===== config.mk =====
export PLATFORM = sky130hd
export DESIGN_NAME = ghm_monitor
export DESIGN_NICKNAME = d
export VERILOG_FILES = /design/src/verilog/ghm_pkg.sv /design/src/verilog/ghm_boot_check.sv /design/src/verilog/ghm_monitor.sv
export VERILOG_INCLUDE_DIRS = /design/src /design/src/verilog
export SDC_FILE = /design/constraint.sdc
export NUM_CORES = 1
export LEC_CHECK = 0
export BUFFER_PORTS_ARGS = -buffer_cell sky130_fd_sc_hd__buf_2
export CAP_MARGIN = 20
export CORE_MARGIN = 2
export CORE_UTILIZATION = 59
export DETAILED_ROUTE_END_ITERATION = 7
export PLACE_DENSITY_LB_ADDON = 0.12
export SETUP_SLACK_MARGIN = 0.4
export SLEW_MARGIN = 20
export SYNTH_ARGS = -nofsm -noshare
export SYNTH_HDL_FRONTEND = slang
export SYNTH_SLANG_ARGS = --single-unit
export TNS_END_PERCENT = 30

===== constraint.sdc =====
create_clock -name pclk -period 5.1 [get_ports pclk]
set_clock_uncertainty 0.15 [all_clocks]
set_input_delay 0.51 -clock pclk [delete_from_list [all_inputs] [get_ports pclk]]
set_output_delay 0.51 -clock pclk [all_outputs]
set_load 0.03 [all_outputs]

===== src/verilog/ghm_consts.svh =====
// Constants of the gyro health monitor: offsets, field positions, reset values, timing.
// Assumes a 40 MHz pclk; included by the package and by the design modules.
//
// Overview of operation
// - All health checks, each against its limit, merge into one health line.
// - Any failing check drives the health line low.
// - Power-up parity check of calibration memory; a word with an odd count of bad bits fails health.
// - Power-up check of every trim conversion; a wrong one fails health.
// - Drive demanded by the gain loop above its upper limit fails health.
// - Gain loop level below its lower limit fails health.
// - Health stays low at start-up until the drive loops have settled.
// - Rate demodulator saturation fails health.
// - Excessive demodulated quadrature magnitude fails health.
// - Serial message checksum is checked; failure is a reply flag only.
// - Active self-test adds an offset worth 150 deg/s to the rate output.
// - While self-test is enabled the health line is held low.
// - Analogue mode: self-test pin low enables, high disables.
// - Digital mode: command bit 6 set enables self-test, clear disables it.
// - Status fail bit set during self-test and whenever a check fails.
// - Bad checksum sets status bit 4, message ignored, last command kept.
`ifndef GHM_CONSTS_SVH
`define GHM_CONSTS_SVH

`define GHM_MON_W          12
`define GHM_RATE_W         16
`define GHM_CLK_NS         25
`define GHM_SETTLE_NS      100000
`define GHM_SETTLE_CYC     ((`GHM_SETTLE_NS + `GHM_CLK_NS - 1) / `GHM_CLK_NS)
`define GHM_TRIM_WAIT      4
`define GHM_ST_RATE_DPS    150
`define GHM_LSB_PER_DPS    16
`define GHM_MSG_BYTES      6

`define GHM_REG_STATUS     8'h00
`define GHM_REG_DRIVE_HI   8'h04
`define GHM_REG_LEVEL_LO   8'h08
`define GHM_REG_DEMOD_MAX  8'h0c
`define GHM_REG_QUAD_MAX   8'h10
`define GHM_REG_CMD        8'h14

`define GHM_RST_DRIVE_HI   12'hf00
`define GHM_RST_LEVEL_LO   12'h100
`define GHM_RST_DEMOD_MAX  12'hfc0
`define GHM_RST_QUAD_MAX   12'h400

`define GHM_CMD_TEST_BIT   6
`define GHM_ST_CODE_OK     3'h1
`define GHM_ST_TYPE_RATE   2'h0

`endif


===== src/verilog/ghm_pkg.sv =====
// Types of the gyro health monitor.
// Assumes ghm_consts.svh is on the include path.
`include "ghm_consts.svh"

package ghm_pkg;

    // Monitor words from the analogue front end, all on pclk.
    typedef struct packed {
        logic [`GHM_MON_W-1:0] agc_drive;
        logic [`GHM_MON_W-1:0] agc_level;
        logic [`GHM_MON_W-1:0] demod_amp;
        logic [`GHM_MON_W-1:0] quad_amp;
    } ghm_mon_s;

    // Status byte of the serial reply, bit 7 first.
    typedef struct packed {
        logic       fail;
        logic [1:0] msg_type;
        logic       bad_prev;
        logic       test_on;
        logic [2:0] code;
    } ghm_status_s;

    typedef enum logic [4:0] {
        BOOT_READ  = 5'b00001,
        BOOT_CHECK = 5'b00010,
        BOOT_WAIT  = 5'b00100,
        BOOT_NEXT  = 5'b01000,
        BOOT_DONE  = 5'b10000
    } ghm_boot_e;

endpackage : ghm_pkg


===== src/verilog/ghm_boot_check.sv =====
// Power-up walk over calibration memory: parity check and trim conversion check.
// Assumes the memory answers one cycle after cal_rd and the trim echo settles in
// GHM_TRIM_WAIT cycles after trim_load.
`timescale 1ns/1ps
`include "ghm_consts.svh"

module ghm_boot_check #(
    parameter int CAL_DEPTH = 16,
    parameter int CAL_W     = 8
) (
    // Clock and reset.
    input  wire logic                         pclk,
    input  wire logic                         presetn,
    // Calibration memory.
    output logic                              cal_rd,
    output logic [$clog2(CAL_DEPTH)-1:0]      cal_addr,
    input  wire logic [CAL_W:0]               cal_word,
    // Trim converter.
    output logic                              trim_load,
    output logic [CAL_W-1:0]                  trim_code,
    input  wire logic [CAL_W-1:0]             trim_echo,
    // Results.
    output logic                              done,
    output logic                              parity_fault,
    output logic                              trim_fault
);

    generate
        if (CAL_DEPTH < 2 || CAL_W < 1) begin : g_bad_cfg
            $error("ghm_boot_check: CAL_DEPTH must be 2 or more and CAL_W 1 or more");
        end
    endgenerate

    ghm_pkg::ghm_boot_e state;
    logic [2:0]         wait_cnt;

    assign cal_rd = (state == ghm_pkg::BOOT_READ);
    assign done   = (state == ghm_pkg::BOOT_DONE);

    // ==========================================================
    // Sequencer
    always_ff @(posedge pclk or negedge presetn) begin
        if (!presetn) begin
            state     <= ghm_pkg::BOOT_READ;
            cal_addr  <= '0;
            wait_cnt  <= 3'h0;
            trim_load <= 1'b0;
            trim_code <= '0;
        end else begin
            trim_load <= 1'b0;
            unique case (state)
                ghm_pkg::BOOT_READ: begin
                    state <= ghm_pkg::BOOT_CHECK;
                end
                ghm_pkg::BOOT_CHECK: begin
                    trim_code <= cal_word[CAL_W-1:0];
                    trim_load <= 1'b1;
                    wait_cnt  <= 3'(`GHM_TRIM_WAIT);
                    state     <= ghm_pkg::BOOT_WAIT;
                end
                ghm_pkg::BOOT_WAIT: begin
                    wait_cnt <= wait_cnt - 3'h1;
                    if (wait_cnt == 3'h1) begin
                        state <= ghm_pkg::BOOT_NEXT;
                    end
                end
                ghm_pkg::BOOT_NEXT: begin
                    cal_addr <= cal_addr + 1'b1;
                    if (cal_addr == ($clog2(CAL_DEPTH))'(CAL_DEPTH - 1)) begin
                        state <= ghm_pkg::BOOT_DONE;
                    end else begin
                        state <= ghm_pkg::BOOT_READ;
                    end
                end
                ghm_pkg::BOOT_DONE: begin
                    state <= ghm_pkg::BOOT_DONE;
                end
            endcase
        end
    end

    // ==========================================================
    // Latched faults, cleared only by reset
    always_ff @(posedge pclk or negedge presetn) begin
        if (!presetn) begin
            parity_fault <= 1'b0;
            trim_fault   <= 1'b0;
        end else begin
            if (state == ghm_pkg::BOOT_CHECK && ^cal_word) begin
                parity_fault <= 1'b1;
            end
            if (state == ghm_pkg::BOOT_NEXT && trim_echo != trim_code) begin
                trim_fault <= 1'b1;
            end
        end
    end

endmodule : ghm_boot_check


===== src/verilog/ghm_monitor.sv =====
// Health monitor top: merges checks into one health line, runs self-test, checks
// serial command checksums and builds the status byte; limits over APB.
// Assumes monitor words, rate and serial bytes arrive on pclk; the self-test
// request pin and the mode pin are asynchronous.
//
// Local design decisions: the address map and the APB slave port.
`timescale 1ns/1ps
`include "ghm_consts.svh"

module ghm_monitor #(
    parameter int SETTLE_CYC  = `GHM_SETTLE_CYC,
    parameter int CAL_DEPTH   = 16,
    parameter int CAL_W       = 8,
    parameter int LSB_PER_DPS = `GHM_LSB_PER_DPS
) (
    // Clock and reset.
    input  wire logic                         pclk,
    input  wire logic                         presetn,
    // APB slave.
    input  wire logic                         psel,
    input  wire logic                         penable,
    input  wire logic                         pwrite,
    input  wire logic [7:0]                   paddr,
    input  wire logic [31:0]                  pwdata,
    output logic [31:0]                       prdata,
    output logic                              pready,
    output logic                              pslverr,
    // Pins.
    input  wire logic                         test_req_n,
    input  wire logic                         digital_mode,
    output logic                              health_ok,
    // Analogue monitors and rate path.
    input  wire ghm_pkg::ghm_mon_s            mon,
    input  wire logic                         demod_sat,
    input  wire logic [`GHM_RATE_W-1:0]       rate_in,
    output logic [`GHM_RATE_W-1:0]            rate_out,
    // Serial command bytes.
    input  wire logic                         msg_start,
    input  wire logic                         msg_byte_valid,
    input  wire logic [7:0]                   msg_byte,
    output ghm_pkg::ghm_status_s              status_byte,
    // Calibration memory and trim converter.
    output logic                              cal_rd,
    output logic [$clog2(CAL_DEPTH)-1:0]      cal_addr,
    input  wire logic [CAL_W:0]               cal_word,
    output logic                              trim_load,
    output logic [CAL_W-1:0]                  trim_code,
    input  wire logic [CAL_W-1:0]             trim_echo
);

    localparam int OFFSET = `GHM_ST_RATE_DPS * LSB_PER_DPS;

    generate
        if (SETTLE_CYC < 1 || SETTLE_CYC > 65535 || OFFSET >= 32768) begin : g_bad_cfg
            $error("ghm_monitor: SETTLE_CYC or self-test offset out of range");
        end
    endgenerate

    // ==========================================================
    // Pin synchronisers
    logic [1:0] test_sync;
    logic [1:0] mode_sync;

    always_ff @(posedge pclk or negedge presetn) begin
        if (!presetn) begin
            test_sync <= 2'h3;
            mode_sync <= 2'h0;
        end else begin
            test_sync <= {test_sync[0], test_req_n};
            mode_sync <= {mode_sync[0], digital_mode};
        end
    end

    // ==========================================================
    // Power-up checks
    logic boot_done;
    logic parity_fault;
    logic trim_fault;

    ghm_boot_check #(
        .CAL_DEPTH (CAL_DEPTH),
        .CAL_W     (CAL_W)
    ) u_boot (
        .pclk         (pclk),
        .presetn      (presetn),
        .cal_rd       (cal_rd),
        .cal_addr     (cal_addr),
        .cal_word     (cal_word),
        .trim_load    (trim_load),
        .trim_code    (trim_code),
        .trim_echo    (trim_echo),
        .done         (boot_done),
        .parity_fault (parity_fault),
        .trim_fault   (trim_fault)
    );

    // ==========================================================
    // Limit registers
    logic [`GHM_MON_W-1:0] drive_hi;
    logic [`GHM_MON_W-1:0] level_lo;
    logic [`GHM_MON_W-1:0] demod_max;
    logic [`GHM_MON_W-1:0] quad_max;
    logic                  wr_en;

    assign wr_en = psel && penable && pwrite;

    always_ff @(posedge pclk or negedge presetn) begin
        if (!presetn) begin
            drive_hi  <= `GHM_RST_DRIVE_HI;
            level_lo  <= `GHM_RST_LEVEL_LO;
            demod_max <= `GHM_RST_DEMOD_MAX;
            quad_max  <= `GHM_RST_QUAD_MAX;
        end else if (wr_en) begin
            unique case (paddr)
                `GHM_REG_DRIVE_HI:  drive_hi  <= pwdata[`GHM_MON_W-1:0];
                `GHM_REG_LEVEL_LO:  level_lo  <= pwdata[`GHM_MON_W-1:0];
                `GHM_REG_DEMOD_MAX: demod_max <= pwdata[`GHM_MON_W-1:0];
                `GHM_REG_QUAD_MAX:  quad_max  <= pwdata[`GHM_MON_W-1:0];
                default: ;
            endcase
        end
    end

    // ==========================================================
    // Continuous checks and loop settling
    logic        drive_high;
    logic        level_low;
    logic        sat_fail;
    logic        quad_fail;
    logic        settled;
    logic [15:0] settle_cnt;

    assign drive_high = mon.agc_drive > drive_hi;
    assign level_low  = mon.agc_level < level_lo;
    assign sat_fail   = demod_sat || (mon.demod_amp > demod_max);
    assign quad_fail  = mon.quad_amp > quad_max;

    // Loops count as settled only after SETTLE_CYC unbroken in-window cycles.
    always_ff @(posedge pclk or negedge presetn) begin
        if (!presetn) begin
            settle_cnt <= 16'h0;
            settled    <= 1'b0;
        end else if (!settled) begin
            if (!boot_done || drive_high || level_low) begin
                settle_cnt <= 16'h0;
            end else if (settle_cnt == 16'(SETTLE_CYC - 1)) begin
                settled <= 1'b1;
            end else begin
                settle_cnt <= settle_cnt + 16'h1;
            end
        end
    end

    // ==========================================================
    // Serial command intake and checksum
    logic [7:0] cmd;
    logic [7:0] cmd_new;
    logic [7:0] sum;
    logic [2:0] byte_idx;
    logic       bad_prev;
    logic       last_byte;
    logic       sum_ok;

    assign last_byte = msg_byte_valid && byte_idx == 3'(`GHM_MSG_BYTES - 1);
    assign sum_ok    = msg_byte == ~sum;

    always_ff @(posedge pclk or negedge presetn) begin
        if (!presetn) begin
            byte_idx <= 3'h0;
            sum      <= 8'h00;
            cmd_new  <= 8'h00;
        end else if (msg_start) begin
            byte_idx <= 3'h0;
            sum      <= 8'h00;
        end else if (msg_byte_valid) begin
            byte_idx <= last_byte ? 3'h0 : byte_idx + 3'h1;
            sum      <= last_byte ? 8'h00 : sum + msg_byte;
            if (byte_idx == 3'h0) begin
                cmd_new <= msg_byte;
            end
        end
    end

    always_ff @(posedge pclk or negedge presetn) begin
        if (!presetn) begin
            cmd      <= 8'h00;
            bad_prev <= 1'b0;
        end else if (last_byte && !msg_start) begin
            bad_prev <= !sum_ok;
            if (sum_ok) begin
                cmd <= cmd_new;
            end
        end
    end

    // ==========================================================
    // Self-test request and health merge
    logic test_on;
    logic por_fault;
    logic any_fail;

    assign test_on = mode_sync[1] ? cmd[`GHM_CMD_TEST_BIT]
                                  : !test_sync[1];
    assign por_fault = parity_fault || trim_fault;
    assign any_fail  = por_fault || !settled || drive_high || level_low
                     || sat_fail || quad_fail;

    // Health is registered, so it lags its causes by one edge.
    always_ff @(posedge pclk or negedge presetn) begin
        if (!presetn) begin
            health_ok <= 1'b0;
        end else begin
            health_ok <= !(any_fail || test_on);
        end
    end

    always_ff @(posedge pclk or negedge presetn) begin
        if (!presetn) begin
            status_byte <= '0;
        end else begin
            status_byte.fail     <= any_fail || test_on;
            status_byte.msg_type <= `GHM_ST_TYPE_RATE;
            status_byte.bad_prev <= bad_prev;
            status_byte.test_on  <= test_on;
            status_byte.code     <= `GHM_ST_CODE_OK;
        end
    end

    // ==========================================================
    // Rate path with saturating self-test offset
    logic [`GHM_RATE_W:0]   rate_sum;
    logic [`GHM_RATE_W-1:0] rate_next;

    assign rate_sum = {rate_in[`GHM_RATE_W-1], rate_in} + (`GHM_RATE_W+1)'(OFFSET);

    // The offset is positive, so only a positive overflow can occur; it clamps.
    always_comb begin
        if (rate_sum[`GHM_RATE_W] != rate_sum[`GHM_RATE_W-1]) begin
            rate_next = {1'b0, {(`GHM_RATE_W-1){1'b1}}};
        end else begin
            rate_next = rate_sum[`GHM_RATE_W-1:0];
        end
    end

    always_ff @(posedge pclk or negedge presetn) begin
        if (!presetn) begin
            rate_out <= '0;
        end else begin
            rate_out <= test_on ? rate_next : rate_in;
        end
    end

    // ==========================================================
    // APB read side
    logic mapped;

    always_comb begin
        unique case (paddr)
            `GHM_REG_STATUS, `GHM_REG_DRIVE_HI, `GHM_REG_LEVEL_LO,
            `GHM_REG_DEMOD_MAX, `GHM_REG_QUAD_MAX, `GHM_REG_CMD: mapped = 1'b1;
            default: mapped = 1'b0;
        endcase
    end

    assign pready  = 1'b1;
    assign pslverr = psel && penable && !mapped;

    // Read data is loaded in the setup cycle, so it stands through the access phase.
    always_ff @(posedge pclk or negedge presetn) begin
        if (!presetn) begin
            prdata <= 32'h0;
        end else if (psel && !penable && !pwrite) begin
            unique case (paddr)
                `GHM_REG_STATUS: prdata <= {24'h0, settled, boot_done, trim_fault,
                                            parity_fault, test_on, bad_prev,
                                            mode_sync[1], health_ok};
                `GHM_REG_DRIVE_HI:  prdata <= 32'(drive_hi);
                `GHM_REG_LEVEL_LO:  prdata <= 32'(level_lo);
                `GHM_REG_DEMOD_MAX: prdata <= 32'(demod_max);
                `GHM_REG_QUAD_MAX:  prdata <= 32'(quad_max);
                `GHM_REG_CMD:       prdata <= {24'h0, cmd};
                default:            prdata <= 32'h0;
            endcase
        end
    end
endmodule : ghm_monitor


## After elaboration in Yosys (flattened, before gate mapping)

Cells that the tools add are included.

- Register bits after elaboration: 173
- Output and inout port bits: 73
- Input port bits: 139

- Bitwise gates (word level): 3
- Reduce and logical (&&, ||, !) cells: 41
- Add/subtract/negate cells: 6
- Equality and inequality tests: 19
- Magnitude comparators: 4
- Mux-type cells: 21

Operators by type and width:

| operator | count |
|---|---|
| $pmux W12 S6 | 1 |
| $mux W16 | 4 |
| $gt A12 B12 Y1 | 3 |
| $pmux W5 S5 | 1 |
| $mux W8 | 3 |
| $add A16 B13 Y17 const B | 1 |
| $add A16 B1 Y16 const B | 1 |
| $eq A16 B12 Y1 const B | 1 |
| $eq A8 B4 Y1 const B | 2 |
| $eq A8 B5 Y1 const B | 2 |
| $lt A12 B12 Y1 | 1 |
| $reduce_and A2 Y1 | 6 |
| $logic_or A1 B1 Y1 | 10 |
| $mux W5 | 2 |
| $logic_and A1 B1 Y1 | 9 |
| $logic_not A1 Y1 | 9 |
| $mux W3 | 3 |
| $reduce_xor A9 Y1 | 1 |
| $add A8 B8 Y8 | 1 |
| $eq A8 B3 Y1 const B | 1 |
| $eq A8 B8 Y1 | 1 |
| $logic_not A8 Y1 | 1 |
| $ne A8 B8 Y1 | 1 |
| $not A8 Y8 | 1 |
| 21 further kinds | 28 |

## Logic depth before layout (Yosys ltp)

Gate-level depths: netlist of run 1.

- Depth in word-level cells: 8
- Mapped depth: 13
- Depth with buffers taken out: 13

## Modules after synthesis

From an unflattened synthesis of run 1, not the netlist that was laid out.

- Cell total of the unflattened synthesis: 813
- Area, all modules: 8653.3 sq um

Modules (own cells, without submodules):

| module | instances | area each (sq um) | cells an instance |
|---|---|---|---|
| ghm_monitor | 1 | 7526.0 | 722 |
| ghm_boot_check | 1 | 1127.3 | 91 |

## Worst setup path before layout of run 1

No wires, ideal clock.

- Path type: in2reg
- From: input port rate_in[5]
- To: register rate_out[11]
- Library setup time: 126 ps
- Path slack: 2646 ps
- Data arrival time: 2178 ps
- Cell stages on the path: 13
- Path buffers: 0
- Path through: inv_1 -> ha_1 -> nor2b_1 -> o211ai_1 -> nand2b_1 -> nand2b_1 -> xnor2_1 -> ha_1 -> inv_1 -> and2_1 -> nand2_1 -> nand2_1 -> o21ai_0

- Word-level cells in the longest chain between the ends: 4

Ends and longest elaborated chain:

| item | line | text |
|---|---|---|
| from (decl) | ghm_monitor.sv:35 | `` input wire logic [`GHM_RATE_W-1:0] rate_in, `` |
| $add A16 B13 Y17 (*) | ghm_monitor.sv:234 | `` assign rate_sum = {rate_in[`GHM_RATE_W-1], rate_in} + (`GHM_RATE_W+1)'(OFFSET); `` |
| $ne A1 B1 Y1 | ghm_monitor.sv:238 | `` if (rate_sum[`GHM_RATE_W] != rate_sum[`GHM_RATE_W-1]) begin `` |
| $mux W16 (*) | ghm_monitor.sv:238 |  |
| $mux W16 (*) | ghm_monitor.sv:249 | `rate_out <= test_on ? rate_next : rate_in;` |
| to (signal assigned) | ghm_monitor.sv:249 |  |
| to (decl) | ghm_monitor.sv:36 | `` output logic [`GHM_RATE_W-1:0] rate_out, `` |

Every way passes the cells marked *; elsewhere a longest branch is shown, timed or not.
A chain may end at the register's enable or synchronous reset.

## Worst setup path after layout of run 1

- From: input port paddr[5]
- To: register quad_max[0]

- Word-level cells in the longest chain between the ends: 2

Ends and longest elaborated chain:

| item | line | text |
|---|---|---|
| from (decl) | ghm_monitor.sv:23 | `input wire logic [7:0] paddr,` |
| $eq A8 B5 Y1 | ghm_monitor.sv:114 | `unique case (paddr)` |
| $reduce_and A2 Y1 (no source line) | - |  |
| to (signal assigned) | ghm_monitor.sv:112 | `` quad_max <= `GHM_RST_QUAD_MAX; `` |
| to (signal assigned) | ghm_monitor.sv:118 | `` `GHM_REG_QUAD_MAX: quad_max <= pwdata[`GHM_MON_W-1:0]; `` |
| to (decl) | ghm_monitor.sv:102 | `` logic [`GHM_MON_W-1:0] quad_max; `` |

Every way passes these cells.

==> run_results.csv, run 1 <==
group,metric,value,unit
routing,ant_nets,0,
hold_path,min_path_type,"in -> reg",
grt,grtUsageTotal,26.4,%
finish,n_antenna_cell,0,
floorplan,rows,44,
sta,setup_viol,0,
sta,rsz0062_at_grt,"false",
sta,finalHoldViolations,0,
floorplan,dieArea,15900,um^2
sta,period_share,56.6,%
floorplan,fp.dieW,126,um
clocking,cts.sinks,153,
placed_design,placed_cell_area,9660,um^2
worst_setup_path,path_cells,"buf_2, nor4_4, and2_1, nor4b_4, and2_1, mux2_2",
routing,vias,6946,
pwr,power_density,279,nW/um^2
routing,drc_errors,0,
synth,ys_warn_count,0,
worst_setup_path,arrival,3.05,ns
worst_setup_path,cp_top_family,"simple AND/OR/NAND/NOR gates",
run,cap_violations,0,
synth,ys.flop_type,"dfrtp_1",
clocking,clk_pin_slew_worst_paths,0.06,ns
worst_setup_path,cp_data_required_time,5.26,ns
pwr,ir_drop,0.000210,V
grt,grt_pass1_vias,6604,
worst_setup_path,worstPathMaxFanout,23,
clocking,clock_latency,0.43,ns
finish,fillers,1157,
placed_design,io_buffers,166,
placed_design,gp_congestion,0.855,
clocking,clock_path_buffers,2,
worst_setup_path,critPathLaunchType,"input pin",
grt,overflow,0,
routing,routed_wl,20300,um
finish,final_area,10200,um^2
synth,syn_inst,842,
placed_design,post-dp-hpwl,15400,um
sta,finalSetupTns,0,ns
worst_setup_path,crit_top_cell,"and2_1",
finish,nNetsFinal,1214,
floorplan,coreArea,14500,um^2
pwr,p_leak,4.85,nW
synth,avgSynthCellArea,10.4,um^2
sta,tightest_slew,1.00,ns
clocking,cts_tree,"yes",
grt,grt_start_max_net_pins,56,
routing,highest_layer,"met4",
floorplan,top_level_ports,212,
worst_setup_path,max_stage_delay,0.68,ns
sta,relSlewSlack,33.0,%
finish,drive_gt1_share,28.6,%
routing,detailedRoute.firstIterationViolations,653,
finish,seq_area,3850,um^2
finish,syn2layout_area_growth,16.4,%
sta,fmax,0.347,GHz
worst_setup_path,slowest_stage,"nor4b_4",
status,status,"finished, final reports clean",
floorplan,die_h,126,um
synth,synth-async-reset-ratio,100,%
grt,grt_pass1_wl,33400,um
synth,synth_edf_count,0,
synth,yosysUniqueCellTypes,78,
routing,route.met3.wl,1260,um
clocking,htree_levels,4,
worst_setup_path,end_kind,"register",
floorplan,initial_utilization,60.3,%
clocking,cts_buffers,17,
routing,wl_met1,9170,um
sta,min_period,2.88,ns
clocking,cts-root-buf,"clkbuf_16",
routing,viasPerCell,5.75,
clocking,cts_resized,0,
synth,syn_area,8770,um^2
sta,hold_ws,0.0296,ns
sta,drv_slew,0,
grt,antenna_found_initial,0,
finish,multi_input_area,4440,um^2
synth,synth-seq-cells,153,
worst_setup_path,cp.buffers_inverters,1,
synth,synth_seq_area_share,43.9,%
routing,wl_per_cell,16.8,um
routing,wl_met2,9270,um
worst_setup_path,worstSetupPathType,"in -> reg",
routing,dr.pass1.iters,5,
==> where the power goes <==
| part | switching (mW) | leakage, nW | internal, mW |
|---|---|---|---|
| sequential | 0.0268 | 1.83 | 1.27 |
| combinational | 0.247 | 2.76 | 0.161 |
| clock | 0.498 | 0.259 | 0.645 |
==> cell usage after synthesis (4+ instances only) <==
cell,number,area (um^2)
dfrtp_1,138,3450
nand2_1,80,300
inv_1,72,270
ha_1,63,788
o21ai_0,52,260
mux2_2,41,462
a21oi_1,37,185
nor2_1,29,109
buf_4,28,210
nand4_1,28,175
xnor2_1,24,210
nand3_1,20,100
dfstp_2,15,394
nand2b_1,13,81.3
a22o_1,11,96.3
a21o_1,10,75.1
mux2_4,10,150
nor3_1,10,50.1
a31oi_1,9,56.3
clkbuf_1,9,33.8
nor2b_1,8,50.1
o211ai_1,8,60.1
and3_1,7,43.8
mux2i_1,7,70.1
a222oi_1,5,50.1
buf_2,5,25.0
nor4_1,5,31.3
o21a_1,5,37.5
o22ai_1,5,31.3
a211oi_1,4,30.0
a221oi_1,4,35.0
mux4_2,4,90.1
xor2_1,4,35.0
==> layer usage <==
layer,global-route usage [%],vias up
li1,-,3335
met3,4.97,38
met4,10.1,0
met2,40.1,238
met5,0,-
met1,38.0,3335
==> state kept, by name (all words and copies together) (netlist names), 2 cells and up <==
| register | cells |
|---|---|
| cmd_new | 8 |
| status_byte | 4 |
| test_sync | 2 |
| u_boot.state | 5 |
| cmd | 8 |
| u_boot.trim_code | 8 |
| drive_hi | 12 |
| sum | 8 |
| settle_cnt | 16 |
| quad_max | 12 |
| demod_max | 12 |
| prdata | 12 |
| rate_out | 16 |
| u_boot.wait_cnt | 3 |
| u_boot.cal_addr | 4 |
| byte_idx | 3 |
| mode_sync | 2 |
| level_lo | 12 |
==> worst register-to-register path, stage by stage, from the launching register on <==
cell and delay [ns]:
dfstp_2 0.53, inv_1 0.05, ha_1 0.31, nand3_1 0.10
nor3_1 0.23, o31ai_1 0.21, a21oi_4 0.52, nand3_2 0.27
o311ai_2 0.30
==> worst paths after layout <==
kind	start	endpoint	slack (ns)	depth (start not counted)
min in group asynchronous	presetn	rate_out[13]	0.44	2
max reg2reg	level_lo[8]	settle_cnt[3]	2.35	8
max	paddr[5]	quad_max[0]	2.22	6
max in group asynchronous	presetn	drive_hi[3]	3.30	3
min	test_req_n	test_sync[0]	0.03	1
min reg2reg	mode_sync[0]	mode_sync[1]	0.20	0
==> layout make-up <==
class / count / share of cell area [%]
flip-flops and latches: 153 / 37.7
repair buffers: 172 / 8.67
clock inverters: 11 / 0.723
multi-input cells: 595 / 43.5
well taps: 184 / 2.26
clock buffers: 21 / 4.51
inverters: 72 / 2.65
==> stage by stage <==
stage          setup slack [ns]  util [%]  power [mW]  instances
2_1_floorplan              2.65         -        1.58        866
3_3_place_gp               1.84      66.5        1.71       1175
3_5_place_dp               1.83      66.5        1.72       1175
4_1_cts                    2.27      70.2        2.87       1208
5_1_grt                    2.02      70.2        2.98       1208
6_report                   2.22      70.2        2.85       1208
==> kinds of logic after synthesis <==
kind of cell             Yosys count  synth area share [%]
buffers and inverters            118                  6.58
other                              2                0.0857
XOR/XNOR                          28                  2.80
AND/OR/NAND/NOR                  233                  14.6
multiplexers                      62                  8.81
flip-flops                       153                  43.9
adder cells (fa/ha/maj)           64                  9.22
AO/OA/AOI/OAI                    182                  14.0
==> cell usage in the layout, fill, tap and decap left out, types with 26 or more instances in the layout <==
cell / count
dfrtp_1: 138
a21oi_1: 37
nand2_1: 80
nand4_1: 28
mux2_2: 41
ha_1: 63
inv_1: 72
conb_1: 26
o21ai_0: 52
buf_2: 165
nor2_1: 29
==> what timing repair did <==
item                      4_1_cts  5_1_grt
hold endpoints to repair       40        0
buffers inserted                0        0
hold buffers                    1        0
No activity file was read; power rests on OpenSTA's default activity.
==> inputs of run 2 (changes only) <==
- CORE_UTILIZATION: 59 -> 54
- clock period: 5.1 -> 2.68 ns (I/O delays scaled with it)
==> run_results.csv, run 2 (synthesized netlist as in run 1, its figures left out) <==
group,metric,value,unit
grt,grt_pass1_vias,6908,
pwr,power_density,517,nW/um^2
sta,finalHoldViolations,0,
floorplan,initial_utilization,55.2,%
clocking,cts_tree,"yes",
sta,drv_slew,0,
finish,final_area,11100,um^2
routing,vias,7255,
clocking,clock_latency,0.43,ns
routing,drc_errors,0,
sta,period_share,90.1,%
floorplan,rows,46,
finish,fillers,1273,
clocking,clk_pin_slew_worst_paths,0.06,ns
floorplan,dieArea,17300,um^2
floorplan,die_h,131,um
finish,seq_area,3850,um^2
placed_design,placed_cell_area,9870,um^2
grt,grtUsageTotal,25.9,%
routing,viasPerCell,5.51,
routing,routed_wl,22000,um
routing,dr.pass1.iters,5,
grt,overflow,0,
sta,tightest_slew,0.761,ns
finish,top_regs,"rate_out (16), settle_cnt (16)",
pwr,p_leak,5.24,nW
run,cap_violations,0,
sta,finalSetupTns,0,ns
placed_design,dp.cells,1226,
finish,nNetsFinal,1290,
grt,antenna_found_initial,0,
finish,multi_input_area,4520,um^2
finish,final_common_cell,"buf_2",
routing,wl_per_cell,16.7,um
worst_setup_path,worstPathMaxFanout,5,
worst_setup_path,end_kind,"register",
worst_setup_path,cp_data_required_time,2.84,ns
clocking,cts_buffers,17,
placed_design,gp_congestion,0.865,
grt,grt_pass1_wl,35400,um
floorplan,coreArea,15900,um^2
sta,min_period,2.42,ns
sta,rsz0062_at_grt,"true",
status,status,"finished, final reports clean",
finish,drive_gt1_share,30.5,%
clocking,cts.sinks,153,
grt,grt_start_max_net_pins,68,
finish,n_antenna_cell,0,
routing,detailedRoute.firstIterationViolations,487,
finish,final_cell_mix,"165 x buf_2, 138 x dfrtp_1, 78 x nand2_1",
finish,utilization,69.9,%
placed_design,post-dp-hpwl,16100,um
worst_setup_path,arrival,2.58,ns
floorplan,fp.dieW,131,um
routing,ant_nets,0,
clocking,htree_levels,4,
worst_setup_path,worstSetupPathType,"reg -> reg",
placed_design,io_buffers,166,
sta,setup_viol,0,
clocking,clock_path_buffers,2,
finish,syn2layout_area_growth,26.7,%
worst_setup_path,critPathLaunchType,"register",
hold_path,min_path_type,"in -> reg",
sta,relSlewSlack,49.1,%
clocking,cts-root-buf,"clkbuf_16",
sta,fmax,0.414,GHz
pwr,ir_drop,0.000475,V
floorplan,top_level_ports,212,
finish,instances_no_fill,1316,
## run 2: changes by cell type in the layout (fill, tap and decap cells not counted), moves of 3 or more
| cell | delta |
|---|---|
| buf_4 | +24 |
| dlygate4sd3_1 | +47 |
| a21oi_1 | -3 |
| a21oi_2 | +3 |
| buf_6 | +3 |
## run 2: worst paths after layout
check | start | end | slack (ns) | depth (start not counted)
worst min-delay path | msg_byte_valid | byte_idx[2] | 0.07 | 4
worst min register to register | mode_sync[0] | mode_sync[1] | 0.21 | 0
max in group asynchronous | presetn | u_boot.state[0] | 1.38 | 3
worst max-delay path | drive_hi[9] | status_byte[7] | 0.26 | 9
min in group asynchronous | presetn | rate_out[2] | 0.26 | 2
worst max register to register | drive_hi[9] | status_byte[7] | 0.26 | 9
## run 2: repair_timing
action / CTS / global route
hold endpoints to repair: 127 / 0
hold buffers: 48 / 0
cloned: 0 / 0
buffers inserted: 5 / 5
pin swaps: 8 / 14
gates resized for setup: 12 / 12
endpoints found under the setup margin: 17 / 29
## run 2: cell type report
type	count	share of cell area [%]
Tap cell	216	2.43
Clock inverter	7	0.822
Clock buffer	25	4.46
Timing Repair Buffer	248	14.5
Multi-Input combinational cell	595	40.7
Sequential cell	153	34.6
Inverter	72	2.43
## run 2: per-stage QoR
step	setup WS (ns)	power (mW)	hold WS, ns
6_report	0.265	5.75	0.0682
5_1_grt	0.149	5.99	0.0941
2_1_floorplan	0.360	3.01	-0.178
3_3_place_gp	0.175	3.29	0.169
4_1_cts	0.177	5.78	0.0466
3_5_place_dp	0.132	3.31	0.165
## run 2: report_power, final
part / total [mW] / internal [mW] / leakage, nW / switching (mW)
clock: 2.40 / 1.47 / 0.287 / 0.938
sequential: 2.47 / 2.42 / 1.83 / 0.0557
combinational: 0.871 / 0.376 / 3.13 / 0.495
## run 2: per-layer routing
layer	part of all wire (%)	track usage, %	vias to the layer above
li1	-	-	3489
met1	46	36.6	3492
met2	47	41.0	251
met5	0	0	-
met4	1.3	7.49	0
met3	5.6	4.67	23
## run 2: critical path: stages (launching register included)
cell and delay (ns):
dfstp_2 0.53, inv_2 0.05, ha_4 0.21, a211o_1 0.30, a21oi_2 0.15, a211oi_2 0.08, a311oi_2 0.20, buf_4 0.21
nand2_2 0.08, a2111o_1 0.34
